[config.mk]
export PLATFORM = sky130hd
export DESIGN_NAME = dcps_timer
export DESIGN_NICKNAME = d
export VERILOG_FILES = /design/src/pkg/dcps_pkg.sv /design/src/logic/dcps_timer.sv
export SDC_FILE = /design/constraint.sdc
export NUM_CORES = 1
export LEC_CHECK = 0
export BUFFER_PORTS_ARGS = -buffer_cell sky130_fd_sc_hd__buf_2
export CAP_MARGIN = 5
export CORE_ASPECT_RATIO = 1.2
export CORE_MARGIN = 8
export CORE_UTILIZATION = 30
export DETAILED_ROUTE_END_ITERATION = 10
export GPL_ROUTABILITY_DRIVEN = 0
export SLEW_MARGIN = 30
export SYNTH_ARGS = -nofsm -noshare
export SYNTH_HDL_FRONTEND = slang
export SYNTH_SLANG_ARGS = --single-unit
[constraint.sdc]
create_clock -name i_clock -period 4.3 [get_ports i_clock]
set_input_delay 0 -clock i_clock [delete_from_list [all_inputs] [get_ports i_clock]]
set_output_delay 0 -clock i_clock [all_outputs]
set_load 0.1 [all_outputs]
[src/pkg/dcps_pkg.sv]
// Constants and types for the down counter pin and start control block.
// Assumes a single 100 MHz clock domain.
package dcps_pkg;
	localparam int unsigned DCPS_CLK_PERIOD_NS = 10;
	localparam int unsigned DCPS_CNT_W = 16;
	localparam logic [15:0] DCPS_CNT_RESET = 16'hFFFF;
	localparam logic [2:0] DCPS_MODE_TIMER = 3'h0;
	localparam logic [2:0] DCPS_MODE_PULSE = 3'h1;
	localparam logic [2:0] DCPS_MODE_EVENT = 3'h2;
	localparam logic [2:0] DCPS_MODE_PWIDTH = 3'h3;
	localparam logic [2:0] DCPS_MODE_PPERIOD = 3'h4;
	// Start and stop synchronisation lengths
	localparam logic [1:0] DCPS_SYNC_SRC = 2'h3;
	localparam logic [1:0] DCPS_SYNC_CPU = 2'h2;
	typedef enum logic [1:0] {
		DCPS_IDLE,
		DCPS_STARTING,
		DCPS_RUN,
		DCPS_STOPPING
	} dcps_state_t;
endpackage

[src/logic/dcps_timer.sv]
// Down counter with pin control and start/stop handshake.
// Assumes all inputs synchronous to i_clock; count source given as enable.
`timescale 1ns/1ps
// Overview of operation
// RQ1: Dedicated pin off unless enabled, level selectable
// RQ2: Shared pin drives only in pulse mode
// RQ3: Status rises three source cycles after start
// RQ4: Status falls three source cycles after stop
// RQ5: Event or link source uses two CPU cycles
// RQ6: Software waits for status before other access
// RQ7: Software clears pending interrupt before starting
// RQ8: Edge and underflow flags clear only on 0
// RQ9: Software writes control register as whole byte
// RQ10: Counter writes spaced three source cycles apart
// RQ11: Mode registers changed only while stopped
// RQ12: Software clears flags after mode change
// RQ13: Software follows pin output set-up order
// RQ14: Software configures input before starting count
// RQ15: Unused timer: timer mode, pin disabled
// RQ16: Registers inaccessible while clock gate off
// RQ17: Event counting continues with clock gated off
// RQ18: Filter bypassed in low-power event counting
// RQ19: Software waits one source cycle after force stop
// RQ20: Software waits five filter cycles before start
// RQ21: Low-speed source needs supply bit set
// RQ22: Underflow toggles pulse output level
// RQ23: Mode field 010 selects event counting
module dcps_timer
	import dcps_pkg::*;
(
	input wire logic i_clock,
	input wire logic i_sys_rst,
	input wire logic i_timer_clock_gate,
	input wire logic i_low_power_stop,
	input wire logic i_src_tick,
	input wire logic i_src_event_link,
	input wire logic i_wr_start,
	input wire logic i_start_bit,
	input wire logic i_wr_force_stop,
	input wire logic i_wr_flags,
	input wire logic i_active_edge_wdata,
	input wire logic i_underflow_wdata,
	input wire logic i_wr_counter,
	input wire logic [15:0] i_counter_wdata,
	input wire logic i_wr_config,
	input wire logic [2:0] i_op_mode_field,
	input wire logic i_out_pin_enable,
	input wire logic i_level_edge_select,
	input wire logic [1:0] i_input_filter_select,
	input wire logic i_port_direction_bit,
	input wire logic i_shared_pin_in,
	output logic o_timer_out_pin,
	output logic o_timer_out_pin_oe,
	output logic o_shared_pin_out,
	output logic o_shared_pin_oe,
	output logic o_count_start_bit,
	output logic o_count_status_flag,
	output logic o_active_edge_flag,
	output logic o_underflow_flag,
	output logic [15:0] o_counter
);
	dcps_state_t state;
	logic [1:0] sync_cnt;
	logic [2:0] mode;
	logic oena;
	logic edgsel;
	logic [1:0] filt_sel;
	logic [15:0] reload;
	logic toggle;
	logic [2:0] filt_sh;
	logic filt_in;
	logic pin_q;
	logic event_mode;
	logic fast_sync;
	logic tick;
	logic acc;
	logic edge_ev;
	logic underflow_ev;
	logic running;
	logic cnt_tick;

	assign acc = i_timer_clock_gate; // RQ16
	assign event_mode = (mode == DCPS_MODE_EVENT); // RQ23
	assign fast_sync = event_mode || i_src_event_link; // RQ5
	assign tick = fast_sync ? 1'b1 : i_src_tick;
	assign running = (state == DCPS_RUN) || (state == DCPS_STOPPING);

	// Filter is lost in low-power stop, so raw pin used there
	always_comb begin
		if (filt_sel == 2'h0 || i_low_power_stop) begin // RQ18
			filt_in = i_shared_pin_in;
		end else if (filt_sh == 3'h7) begin
			filt_in = 1'b1;
		end else if (filt_sh == 3'h0) begin
			filt_in = 1'b0;
		end else begin
			filt_in = pin_q;
		end
	end

	always_ff @(posedge i_clock) begin
		if (i_sys_rst) begin
			filt_sh <= 3'h0;
			pin_q <= 1'b0;
		end else begin
			filt_sh <= {filt_sh[1:0], i_shared_pin_in};
			pin_q <= filt_in;
		end
	end

	// Active level of the measured pin follows the level select
	assign edge_ev = ((mode == DCPS_MODE_PWIDTH) && pin_q == edgsel
		&& filt_in != edgsel) || ((mode == DCPS_MODE_PPERIOD)
		&& pin_q != edgsel && filt_in == edgsel);
	always_comb begin
		cnt_tick = 1'b0;
		if (running) begin
			if (event_mode) begin
				cnt_tick = (pin_q != edgsel) && (filt_in == edgsel);
			end else if (mode == DCPS_MODE_PWIDTH) begin
				cnt_tick = i_src_tick && (filt_in == edgsel);
			end else begin
				cnt_tick = i_src_tick;
			end
		end
	end
	assign underflow_ev = cnt_tick && (o_counter == 16'h0000);

	// Configuration, held while the clock gate is off
	always_ff @(posedge i_clock) begin
		if (i_sys_rst) begin
			mode <= DCPS_MODE_TIMER;
			oena <= 1'b0;
			edgsel <= 1'b0;
			filt_sel <= 2'h0;
		end else if (acc && i_wr_config) begin // RQ16
			mode <= i_op_mode_field;
			oena <= i_out_pin_enable;
			edgsel <= i_level_edge_select;
			filt_sel <= i_input_filter_select;
		end
	end

	// Start/stop handshake; runs regardless of gate so events go on
	always_ff @(posedge i_clock) begin
		if (i_sys_rst) begin
			state <= DCPS_IDLE;
			sync_cnt <= 2'h0;
			o_count_start_bit <= 1'b0;
			o_count_status_flag <= 1'b0;
		end else if (acc && i_wr_force_stop) begin
			state <= DCPS_IDLE;
			sync_cnt <= 2'h0;
			o_count_start_bit <= 1'b0;
			o_count_status_flag <= 1'b0;
		end else begin
			if (acc && i_wr_start) begin
				o_count_start_bit <= i_start_bit;
			end
			case (state)
				DCPS_IDLE: begin
					if (acc && i_wr_start && i_start_bit) begin
						state <= DCPS_STARTING;
						sync_cnt <= 2'h0;
					end
				end
				DCPS_STARTING: begin
					if (tick) begin
						if (sync_cnt == (fast_sync ? DCPS_SYNC_CPU
							: DCPS_SYNC_SRC) - 2'h1) begin // RQ3 RQ5
							state <= DCPS_RUN;
							o_count_status_flag <= 1'b1;
						end else begin
							sync_cnt <= sync_cnt + 2'h1;
						end
					end
				end
				DCPS_RUN: begin
					if (acc && i_wr_start && !i_start_bit) begin // RQ17
						state <= DCPS_STOPPING;
						sync_cnt <= 2'h0;
					end
				end
				DCPS_STOPPING: begin
					if (tick) begin
						if (sync_cnt == (fast_sync ? DCPS_SYNC_CPU
							: DCPS_SYNC_SRC) - 2'h1) begin // RQ4 RQ5
							state <= DCPS_IDLE;
							o_count_status_flag <= 1'b0;
						end else begin
							sync_cnt <= sync_cnt + 2'h1;
						end
					end
				end
				default: begin
					state <= DCPS_IDLE;
				end
			endcase
		end
	end

	// Counter; pulse-period capture kept simple as reload on edge
	always_ff @(posedge i_clock) begin
		if (i_sys_rst) begin
			o_counter <= DCPS_CNT_RESET;
			reload <= DCPS_CNT_RESET;
		end else if (acc && i_wr_counter) begin
			o_counter <= i_counter_wdata;
			reload <= i_counter_wdata;
		end else if (underflow_ev) begin
			o_counter <= reload;
		end else if (edge_ev && mode == DCPS_MODE_PPERIOD) begin
			o_counter <= reload;
		end else if (cnt_tick) begin
			o_counter <= o_counter - 16'h0001;
		end
	end

	// Set wins over a simultaneous clear
	always_ff @(posedge i_clock) begin
		if (i_sys_rst) begin
			o_active_edge_flag <= 1'b0;
			o_underflow_flag <= 1'b0;
		end else begin
			if (edge_ev && running) begin
				o_active_edge_flag <= 1'b1;
			end else if (acc && i_wr_flags && !i_active_edge_wdata) begin
				o_active_edge_flag <= 1'b0; // RQ8
			end
			if (underflow_ev) begin
				o_underflow_flag <= 1'b1;
			end else if (acc && i_wr_flags && !i_underflow_wdata) begin
				o_underflow_flag <= 1'b0; // RQ8
			end
		end
	end

	// Toggle restarts from the initial level whenever stopped
	always_ff @(posedge i_clock) begin
		if (i_sys_rst) begin
			toggle <= 1'b0;
		end else if (!running) begin
			toggle <= 1'b0;
		end else if (underflow_ev) begin
			toggle <= ~toggle; // RQ22
		end
	end

	always_ff @(posedge i_clock) begin
		if (i_sys_rst) begin
			o_timer_out_pin <= 1'b0;
			o_timer_out_pin_oe <= 1'b0;
			o_shared_pin_out <= 1'b0;
			o_shared_pin_oe <= 1'b0;
		end else begin
			o_timer_out_pin_oe <= oena; // RQ1
			o_timer_out_pin <= toggle ^ edgsel; // RQ1
			o_shared_pin_oe <= (mode == DCPS_MODE_PULSE)
				&& !i_port_direction_bit; // RQ2
			o_shared_pin_out <= toggle ^ ~edgsel; // RQ2
		end
	end
endmodule

## Yosys cells after proc, flatten, opt, wreduce, memory -nomap -nowiden

Cells that the tools add are included.

- Bits in registers: 56
- Input bits: 39
- Word-level logic and storage cells: 122

- $add $sub $neg: 3
- Equal/unequal tests: 21
- Multiplexer cells: 33
- Bitwise operators: 5
- Reduce and logical (&&, ||, !) cells: 41

Operators by type and width:

| operator | number |
|---|---|
| 16-bit 2-to-1 mux | 4 |
| 2-bit 2-to-1 mux | 10 |
| 1-bit logical AND | 19 |
| 16-bit zero test | 1 |
| 1-bit 2-to-1 mux | 16 |
| 16-bit by 1-bit subtractor with 16-bit output (second input constant) | 1 |
| 2-bit inequality test (second input constant) | 5 |
| 2-bit case mux with 4 select lines | 1 |
| 3-bit by 2-bit == test with 1-bit output (second input constant) | 2 |
| 3-bit == test (second input constant) | 2 |
| 2-bit by 1-bit inequality test with 1-bit output (second input constant) | 3 |
| 2-bit case mux with 3 select lines | 1 |
| 6-bit AND reduction | 1 |
| 2-bit nonzero test | 3 |
| 2-bit OR reduction | 3 |
| 5-bit AND reduction | 1 |
| 2-bit == test (second input constant) | 2 |
| 1-bit zero test | 4 |
| 2-bit zero test | 2 |
| 1-bit logical OR | 4 |
| 4-bit AND reduction | 1 |
| 4-bit nonzero test | 1 |
| 3-bit by 1-bit == test with 1-bit output (second input constant) | 1 |
| 3-bit zero test | 1 |
| other kinds (9) | 14 |

## Longest topological paths before layout

Gate-level depths: netlist of run 1.

- Word-level depth: 13
- Mapped depth: 11
- Mapped depth without buffers: 9

## Worst setup path after synthesis of run 1

OpenSTA, ideal clock, no wires.

- Path kind: register to register
- Start point: reg o_counter[0]
- End point: reg o_counter[5]
- Arrival: 2.570 ns
- Required time: 4.229 ns
- Setup slack: 1.659 ns
- Stages on the path, launching flop included: 9
- Buffers on the path: 0
- Period minus slack after synthesis: 2.641 ns
- Path through: dfxtp_1 -> inv_1 -> ha_1 -> or4b_2 -> nand4b_4 -> nor2_1 -> nand2_1 -> o2111a_1 -> o21bai_1

- Longest elaborated chain between the ends: 5
- Elaborated cells on any way between the ends: 8
- Classes of those cells: 1 x add/sub; 4 x mux; 3 x reduce/logical

RTL lines:

| what | line | source |
|---|---|---|
| start: declaration | dcps_timer.sv:60 | `output logic [15:0] o_counter` |
| start signal: assignment | dcps_timer.sv:208 | `o_counter <= i_counter_wdata;` |
| start signal: assignment | dcps_timer.sv:211 | `o_counter <= reload;` |
| start signal: assignment | dcps_timer.sv:213 | `o_counter <= reload;` |
| 16-bit by 1-bit subtractor with 16-bit output | dcps_timer.sv:215 | `o_counter <= o_counter - 16'h0001;` |
| 16-bit 2-to-1 mux | dcps_timer.sv:214 | `end else if (cnt_tick) begin` |
| 16-bit 2-to-1 mux | dcps_timer.sv:212 | `end else if (edge_ev && mode == DCPS_MODE_PPERIOD) begin` |
| 16-bit 2-to-1 mux | dcps_timer.sv:210 | `end else if (underflow_ev) begin` |
| 16-bit 2-to-1 mux | dcps_timer.sv:207 | `end else if (acc && i_wr_counter) begin` |

Several ways; a longest one is shown, not always the timed one. The select of a mux whose other input is x is not followed.
A chain may end at the register's enable or synchronous reset.

## Worst setup path in the final report of run 1

- Start point: reg filt_sh[1]
- End point: reg o_counter[9]

- Longest elaborated chain between the ends: 12
- Elaborated cells on any way between the ends: 21
- Classes of those cells: 3 x eq/ne; 9 x mux; 9 x reduce/logical

RTL lines:

| what | line | source |
|---|---|---|
| start: declaration | dcps_timer.sv:70 | `logic [2:0] filt_sh;` |
| start signal: assignment | dcps_timer.sv:106 | `filt_sh <= {filt_sh[1:0], i_shared_pin_in};` |
| 3-bit zero test | dcps_timer.sv:94 | `end else if (filt_sh == 3'h0) begin` |
| 1-bit 2-to-1 mux | dcps_timer.sv:94 |  |
| 1-bit 2-to-1 mux * | dcps_timer.sv:92 | `end else if (filt_sh == 3'h7) begin` |
| 1-bit 2-to-1 mux * | dcps_timer.sv:90 | `if (filt_sel == 2'h0 \|\| i_low_power_stop) begin` |
| 1-bit == test | dcps_timer.sv:114, dcps_timer.sv:119, dcps_timer.sv:121 |  |
| 1-bit logical AND | dcps_timer.sv:121 | `cnt_tick = i_src_tick && (filt_in == edgsel);` |
| 1-bit 2-to-1 mux | dcps_timer.sv:120 | `end else if (mode == DCPS_MODE_PWIDTH) begin` |
| 1-bit 2-to-1 mux | dcps_timer.sv:118 | `if (event_mode) begin` |
| 1-bit 2-to-1 mux | dcps_timer.sv:117 | `if (running) begin` |
| 1-bit logical AND | dcps_timer.sv:127 | `assign underflow_ev = cnt_tick && (o_counter == 16'h0000);` |
| 16-bit 2-to-1 mux | dcps_timer.sv:210 |  |
| 16-bit 2-to-1 mux | dcps_timer.sv:207 |  |

Every way passes the cells marked *; elsewhere a longest branch is shown, timed or not.

==> impl_metrics.yaml, run 1 <==
routing:
  viasPerCell: 5.288
  drt_wl_total_um: 9100
  drtIter0Drc: 150
  ant_nets: 0
  avgRoutedWirePerCell_um: 15.22
  first_pass_iters: 4
  vias: 3162
  drc: 0
final_layout:
  final_cell_mix: "65 x nand2_1, 62 x buf_2, 56 x dfxtp_1, 43 x a21oi_1, 32 x nor2_1"
  instances_no_fill: 598
  postLayoutCellArea_sq_mm: 0.003934
  syn2layout_area_growth_pct: 24.56
  final_common_cell: "nand2_1"
  antennaDiodeCount: 0
  final_nets: 514
  final_util_pct: 37.77
  drive_gt1_share_pct: 18.55
die:
  die_h_um: 128.4
  fp-row-count: 41
  dieArea_sq_mm: 0.01408
  die_x_um: 109.7
  boundaryPins: 63
  core_area_sq_mm: 0.01041
  start_util_pct: 30.33
worst_setup_path:
  worst_r2r_path_depth: 7
  r2r-end: "o_counter[9]"
  startpoint_type: "flop"
  worstPathMaxFanout: 13
  endpoint_kind: "flop"
  r2r_slack_ns: 1.62
  cp_cell_sequence: "o21ai_0, o211a_1, mux2_2, nand2_1, nand3_1, o2111a_1, o21bai_1"
  crit_type: "reg2reg"
  worstPathArrival_ns: 2.90
  critPathRequiredTime_ns: 4.52
  worst_path_largest_cell_delay_ns: 0.52
  r2r-start: "filt_sh[1]"
  critical_path.slowest_cell: "nand3_1"
synth:
  synthAdderAreaFrac_pct: 2.773
  yosysTopAreaCell: "dfxtp_1"
  yosys_warnings: 0
  synth_area_sq_mm: 0.003158
  yosys.area_share.simple_pct: 28.80
  synthFlopType: "dfxtp_1"
  synth_area_per_cell_sq_um: 8.056
  seq_area_frac_synth_pct: 35.50
  synth.area.mux_share_pct: 0.9905
  synth-xor-area-share_pct: 3.883
  netlist_top_cells_area: "dfxtp_1 35%, nand2_1 7.7%, a21oi_1 6.8%, nor2_1 3.8%, ha_1 2.8%"
  syn-num-nets: 438
  ys_seq_elements: 56
  synth_edf_count: 0
  yosysTopAreaCellShare_pct: 35.50
  synth_top_family_by_area: "simple AND/OR/NAND/NOR gates"
  async_flop_share_pct: 0
  ys_types: 71
  synth_compound_area_share_pct: 24.92
  netlist_instances: 392
clocking:
  cts_buffer_depth: 2
  htree_levels: 2
  clk_latency_ns: 0.29
  cts.sinks: 56
  numCtsBuffers: 5
  clkTransAtPathRegs_ns: 0.07
  cts_tree: "yes"
  root_buffer: "clkbuf_16"
  cts_setup_buffers: 0
sta:
  fin_setup_tns_ns: 0
  tightestPinTransition_ns: 0.8613
  setup_ws_ns: 1.620
  max_clock_freq_mhz: 373.1
  relSlewSlack_pct: 42.58
  grt_setup_unrepaired: "no"
  drv_slew: 0
  fin_crit_sh_pct: 62.34
  finalSetupViolations: 0
  hold_viol_final: 0
  period_needed_ns: 2.680
  skew_ns: 0.009325
worst_hold_path:
  whs_path_depth: 3
  min_path_type: "in2reg"
  hold_end: "reload[2]"
  worstHoldStart: "i_counter_wdata[2]"
place:
  port_buffers: 62
  place_area_sq_mm: 0.003557
  pre_cts_slack_ns: 1.624
  placedCellCount: 567
  dp_hpwl_um: 6684
global_routing:
  grt_util_met3_pct: 3.402
  antenna_found_initial: 0
  grt_usage_pct: 13.15
  grt-ovfl-total: 0
  grt_util_met1_pct: 15.76
  grtUsageMet2_pct: 22.39
  top_usage_layer: "met2"
  grt_pass1_wl_um: 15080
  grt_pass1_vias: 3201
  grt_max_degree: 44
power:
  p_leak_nw: 1.617
  ir_drop_mv: 0.1930
  power_density_mw_per_mm2: 312.7
status:
  status: "complete, no violations"
job:
  max_cap_violations: 0
[worst max-delay path: cells and delay by family (launching register included)]
kind               cells  cell delay, ns
AOI/OAI and AO/OA      4            1.05
DFF                    1            0.32
muxes                  1            0.36
and+or+nand+nor        2            0.87
[what timing repair did]
item,4_1_cts,5_1_grt
endpoints found under the setup margin,0,0
hold buffers,23,0
hold endpoints to repair,26,0
gates resized for setup,0,0
[cells in the mapped netlist, drive strengths merged (5+ instances only)]
cell type / count
nor2: 33
buf: 5
xor2: 7
nand3: 14
inv: 7
o21ai: 6
clkbuf: 11
nand2: 65
dfxtp: 56
nand2b: 5
ha: 7
nor2b: 5
nor3: 17
a21o: 6
a21oi: 44
nor4: 10
xnor2: 7
o21bai: 7
a21boi: 5
[through the flow]
stage	hold WS, ns	power [W]
3_3_place_gp	0.1685	0.0008071
5_1_grt	0.04352	0.001285
3_5_place_dp	0.1692	0.0008122
6_report	0.02964	0.001230
4_1_cts	0.02465	0.001240
2_1_floorplan	0.07674	0.0007533
[power by group]
group | switching (W) | internal (W)
sequential | 0.0000265 | 0.000545
clock | 0.000181 | 0.000233
combinational | 0.000163 | 0.0000820
[per-layer routing]
metal | routed length, um | part of all wire, % | vias up
met5 | 0 | 0 | -
met4 | 138 | 1.5 | 0
met3 | 533 | 5.9 | 14
met2 | 4424 | 49 | 97
met1 | 4003 | 44 | 1467
li1 | - | - | 1584
[kinds of logic (layout without fill, tap and decap cells)]
family / Yosys count / after routing
xor gates and xnor gates: 14 / 14
and+or+nand+nor: 178 / 178
AOI/OAI and AO/OA: 111 / 111
adders and majority gates: 7 / 7
DFF: 56 / 56
buffers and inverters: 23 / 100
muxes: 3 / 3
[layout make-up]
type | count | area (sq um)
multi-input combinational | 313 | 1938
inverter | 7 | 26.28
fill | 1099 | 6480
timing repair buffer | 85 | 540.5
tap | 129 | 161.4
clock buffer | 8 | 146.4
sequential | 56 | 1121
[registers in the layout (all words and copies together), names as in the netlist, 2 cells and up]
signal,cells
mode,3
o_counter,16
filt_sh,3
state,2
reload,16
filt_sel,2
sync_cnt,2
[how the worst max path moves through the flow]
stage	from	to	cells after the start
global route	filt_sh[1]	o_counter[15]	7
CTS	filt_sh[1]	o_counter[15]	7
floorplan	o_counter[0]	o_counter[5]	8
global placement	state[0]	o_counter[9]	9
finish	filt_sh[1]	o_counter[9]	7
detailed placement	filt_sh[1]	o_counter[15]	7
Power figures use the tool's default switching activity.
==> inputs of run 2 (changes only) <==
==> constraint.sdc (replaced) <==
create_clock -name i_clock -period 2.2 [get_ports i_clock]
set_input_delay 0 -clock i_clock [delete_from_list [all_inputs] [get_ports i_clock]]
set_output_delay 0 -clock i_clock [all_outputs]
set_load 0.1 [all_outputs]
==> impl_metrics.yaml, run 2 (synthesis results as in run 1) <==
job:
  max_cap_violations: 0
worst_setup_path:
  endpoint_kind: "flop"
  critical_path.slowest_cell: "mux2_2"
  crit_top_cell: "buf_4"
  startpoint_type: "flop"
  crit_buf_inv: 2
  worstPathArrival_ns: 2.30
  critPathRequiredTime_ns: 2.37
  crit_type: "reg2reg"
  r2r_slack_ns: 0.07
  worst_path_largest_cell_delay_ns: 0.38
  cp_cell_sequence: "o21ba_2, o211a_1, mux2_2, nand2_4, buf_4, nand3_1, buf_4, nor3_1, a41oi_1"
  worstPathMaxFanout: 7
  crit_family: "compound AO/OA/AOI/OAI gates"
die:
  boundaryPins: 63
  core_area_sq_mm: 0.01041
  die_h_um: 128.4
  fp-row-count: 41
  die_x_um: 109.7
  start_util_pct: 30.33
  dieArea_sq_mm: 0.01408
routing:
  drtIter0Drc: 135
  wl_met3_um: 452
  wl_met2_um: 4763
  avgRoutedWirePerCell_um: 14.98
  drt_wl_total_um: 9646
  viasPerCell: 5.036
  ant_nets: 0
  vias: 3243
  wl_met1_um: 4315
  first_pass_iters: 4
  routed.top_layer: "met4"
  drc: 0
place:
  port_buffers: 62
  place_area_sq_mm: 0.003935
  dp_hpwl_um: 7234
sta:
  fin_crit_sh_pct: 96.80
  relSlewSlack_pct: 45.79
  max_clock_freq_mhz: 469.6
  hold_viol_final: 0
  skew_ns: 0.006654
  drv_slew: 0
  finalSetupViolations: 0
  fin_setup_tns_ns: 0
  tightestPinTransition_ns: 0.8131
  period_needed_ns: 2.130
final_layout:
  antennaDiodeCount: 0
  postLayoutCellArea_sq_mm: 0.004527
  syn2layout_area_growth_pct: 43.34
  final_cell_mix: "62 x nand2_1, 62 x buf_2, 43 x a21oi_1, 42 x buf_4, 37 x dfxtp_1"
  multi_input_comb_area_sq_mm: 0.002123
  final_nets: 560
  fill_cells: 1055
  seq_area_sq_mm: 0.001152
  drive_gt1_share_pct: 34.37
  reg_top3: "o_counter x16, reload x16"
power:
  ir_drop_mv: 0.3246
  p_leak_nw: 1.877
  power_density_mw_per_mm2: 566.6
clocking:
  htree_levels: 2
  root_buffer: "clkbuf_16"
  cts_buffer_depth: 2
  cts_tree: "yes"
  numCtsBuffers: 5
  cts.sinks: 56
  clk_latency_ns: 0.30
  clkTransAtPathRegs_ns: 0.07
status:
  status: "complete, no violations"
global_routing:
  grt_max_degree: 44
  antenna_found_initial: 0
  grt-ovfl-total: 0
  grt_pass1_vias: 3371
  grt_usage_pct: 13.91
  grt_pass1_wl_um: 15880
worst_hold_path:
  min_path_type: "in2reg"
run 2: where the power goes:
group | leakage, nW | internal, W | switching [W] | total [W]
combinational | 1.34 | 0.000203 | 0.000338 | 0.000542
clock | 0.0808 | 0.000536 | 0.000364 | 0.000900
sequential | 0.456 | 0.00107 | 0.0000554 | 0.00112
total | 1.88 | 0.00181 | 0.000758 | 0.00256
run 2: worst reg2reg max path, delay by kind of cell, from the launching register on:
kind                   cells  cell delay [ns]
AO/OA/AOI/OAI              3             0.51
buffers and inverters      2             0.34
flip-flops                 1             0.36
multiplexers               1             0.38
AND/OR/NAND/NOR            3             0.42
run 2: layout make-up:
type | instances | area share [%]
flip-flops and latches | 56 | 25.46
repair buffers | 130 | 19.82
clock inverters | 2 | 0.7739
well taps | 129 | 3.566
clock buffers | 6 | 2.847
inverters | 7 | 0.6357
multi-input cells | 314 | 46.90
run 2: repair_timing:
item | in CTS | in global routing
setup buffers | 0 | 3
cloned | 0 | 1
hold buffers | 24 | 0
resized for setup | 5 | 35
endpoints found under the hold margin | 27 | 0
setup endpoints to repair | 13 | 17
pin swaps | 0 | 7
run 2: per-layer routing:
metal | vias up | GRT usage (%)
li1 | 1667 | -
met5 | - | 0
met4 | 0 | 4.379
met1 | 1504 | 16.42
met2 | 63 | 23.88
met3 | 9 | 3.502
run 2: final timing paths:
kind                            start            endpoint  depth (start not counted)
setup / recovery          filt_sel[1]       o_counter[15]                          9
hold / removal    i_active_edge_wdata  o_active_edge_flag                          3
setup reg to reg          filt_sel[1]       o_counter[15]                          9
hold reg to reg             reload[0]           reload[0]                          2
run 2: stage by stage:
step / total power (W) / cells / util, % / hold slack (ns) / worst slack, ns
final: 0.002565 / 644 / 43.47 / 0.01349 / 0.07037
after CTS: 0.002572 / 640 / 41.79 / 0.01102 / 0.005468
after global placement: 0.001626 / 608 / 37.79 / 0.1706 / -0.09221
after detailed placement: 0.001638 / 608 / 37.79 / 0.1682 / -0.06756
after floorplan: 0.001480 / 392 / - / 0.07674 / 0.001476
after global routing: 0.002683 / 644 / 43.47 / 0.03626 / -0.009090
==> inputs of run 3 (changes only) <==
--- a/config.mk
+++ b/config.mk
@@ -8,7 +8,7 @@
 export BUFFER_PORTS_ARGS = -buffer_cell sky130_fd_sc_hd__buf_2
 export CAP_MARGIN = 5
 export CORE_ASPECT_RATIO = 1.2
-export CORE_MARGIN = 8
+export CORE_MARGIN = 1
 export CORE_UTILIZATION = 30
 export DETAILED_ROUTE_END_ITERATION = 10
 export GPL_ROUTABILITY_DRIVEN = 0
==> impl_metrics.yaml, run 3 (synthesis results as in run 1) <==
sta:
  period_needed_ns: 2.137
  finalSetupViolations: 0
  skew_ns: 0.009552
  grt_setup_unrepaired: "yes"
  hold_slack_ns: 0.01743
  max_clock_freq_mhz: 467.9
  hold_viol_final: 0
  relSlewSlack_pct: 46.00
  tightestPinTransition_ns: 0.8100
  fin_crit_sh_pct: 97.15
  drv_slew: 0
power:
  power_frac_comb_pct: 22.4
  p_int_w: 0.001697
  total_power_w: 0.002467
  switching_power_w: 0.0007702
  p_leak_nw: 1.876
  power_density_mw_per_mm2: 547.2
  p_sw_share_pct: 31.22
  p_seq_share_pct: 45.4
  ir_drop_mv: 0.2892
  clkPwrFrac_pct: 32.2
worst_setup_path:
  worstPathMaxFanout: 6
  r2r-start: "mode[1]"
  critPathRequiredTime_ns: 2.42
  critical_path.slowest_cell: "or3_4"
  worstSetupStartpoint: "mode[1]"
  startpoint_type: "flop"
  worst_path_largest_cell_delay_ns: 0.41
  crit_type: "reg2reg"
  worstPathArrival_ns: 2.36
  endpoint_kind: "flop"
  cp_cell_sequence: "or3b_4, or3_4, nor3_4, or2_2, nor2_2, buf_4, o2111a_1, o21bai_1"
final_layout:
  final_common_cell: "nand2_1"
  postLayoutCellArea_sq_mm: 0.004508
  fill_cells: 1040
  final_nets: 561
  final_cell_mix: "63 x nand2_1, 62 x buf_2, 43 x a21oi_1, 43 x buf_4, 37 x dfxtp_1"
  antennaDiodeCount: 0
  drive_gt1_share_pct: 34.30
  syn2layout_area_growth_pct: 42.75
  reg_top3: "o_counter x16, reload x16"
clocking:
  cts.sinks: 56
  cts_tree: "yes"
  htree_levels: 2
  root_buffer: "clkbuf_16"
  numCtsBuffers: 5
  clk_latency_ns: 0.30
  cts_buffer_depth: 2
  clkTransAtPathRegs_ns: 0.07
global_routing:
  grt_pass1_wl_um: 15280
  grt_pass1_vias: 3276
  antenna_found_initial: 0
  grt-ovfl-total: 0
  grt_usage_pct: 17.83
  grt_max_degree: 44
routing:
  viasPerCell: 5.185
  drc: 0
  avgRoutedWirePerCell_um: 14.37
  first_pass_iters: 4
  drtIter0Drc: 119
  ant_nets: 0
  vias: 3329
  drt_wl_total_um: 9227
status:
  status: "complete, no violations"
die:
  dieArea_sq_mm: 0.01094
  start_util_pct: 31.24
  core_area_sq_mm: 0.01011
  boundaryPins: 63
  die_h_um: 114.4
  die_x_um: 95.66
  fp-row-count: 40
worst_hold_path:
  min_path_type: "in2reg"
  worstHoldStart: "i_counter_wdata[2]"
place:
  dp_hpwl_um: 6772
  port_buffers: 62
  place_area_sq_mm: 0.003946
job:
  max_cap_violations: 0
==> run 3: repair_timing <==
item / in CTS / in global routing
gates resized for setup: 6 / 31
hold buffers: 25 / 0
pin swaps: 3 / 3
setup endpoints to repair: 11 / 17
endpoints found under the hold margin: 28 / 0
buffers inserted: 2 / 0
cloned: 0 / 0
==> run 3: area by class of cell <==
type                            count  area (sq um)  share of cell area (%)
Multi-Input combinational cell    313          2111                   46.82
Sequential cell                    56          1155                   25.62
Timing Repair Buffer              132         914.6                   20.29
Tap cell                          126         157.7                   3.497
Clock buffer                        6         128.9                   2.859
Inverter                            7         28.78                  0.6384
Clock inverter                      2         12.51                  0.2775
==> run 3: through the flow <==
stage               cells  TNS (ns)  worst slack [ns]  util (%)
floorplan             392         0          0.001476         -
detailed placement    607  -0.09934          -0.02966     39.03
global route          642   -0.2112          -0.03952     44.59
global placement      607  -0.01092          -0.01092     39.03
CTS                   642         0         0.0008822     43.25
finish                642         0           0.06272     44.59
==> run 3: power by group through the flow <==
stage	combinational, W	clock (W)	sequential, W
floorplan	0.000213	0	0.00127
global placement	0.000491	0	0.00114
detailed placement	0.000499	0	0.00114
CTS	0.000537	0.000824	0.00112
global route	0.000603	0.000852	0.00113
finish	0.000553	0.000793	0.00112
==> run 3: final timing paths <==
check                           cells after the start  slack, ns       endpoint
worst max-delay path                                8       0.06  o_counter[11]
worst min-delay path                                3       0.02      reload[2]
worst max register to register                      8       0.06  o_counter[11]
worst min register to register                      2       0.45      reload[0]
==> run 3: layer usage <==
metal  vias up  share of wire, %  global-route usage, %
li1       1672                 -                      -
met1      1567                44                  21.29
met2        76                50                  31.90
met3        14               4.0                  3.187
met4         0               1.8                  5.572
met5         -                 0                      0
==> run 3: worst max-delay path: cells and delay by family (launching register included) <==
family	cells	cell delay, ns
and+or+nand+nor	5	1.20
DFF	1	0.37
buffers and inverters	1	0.15
AOI/OAI and AO/OA	2	0.35
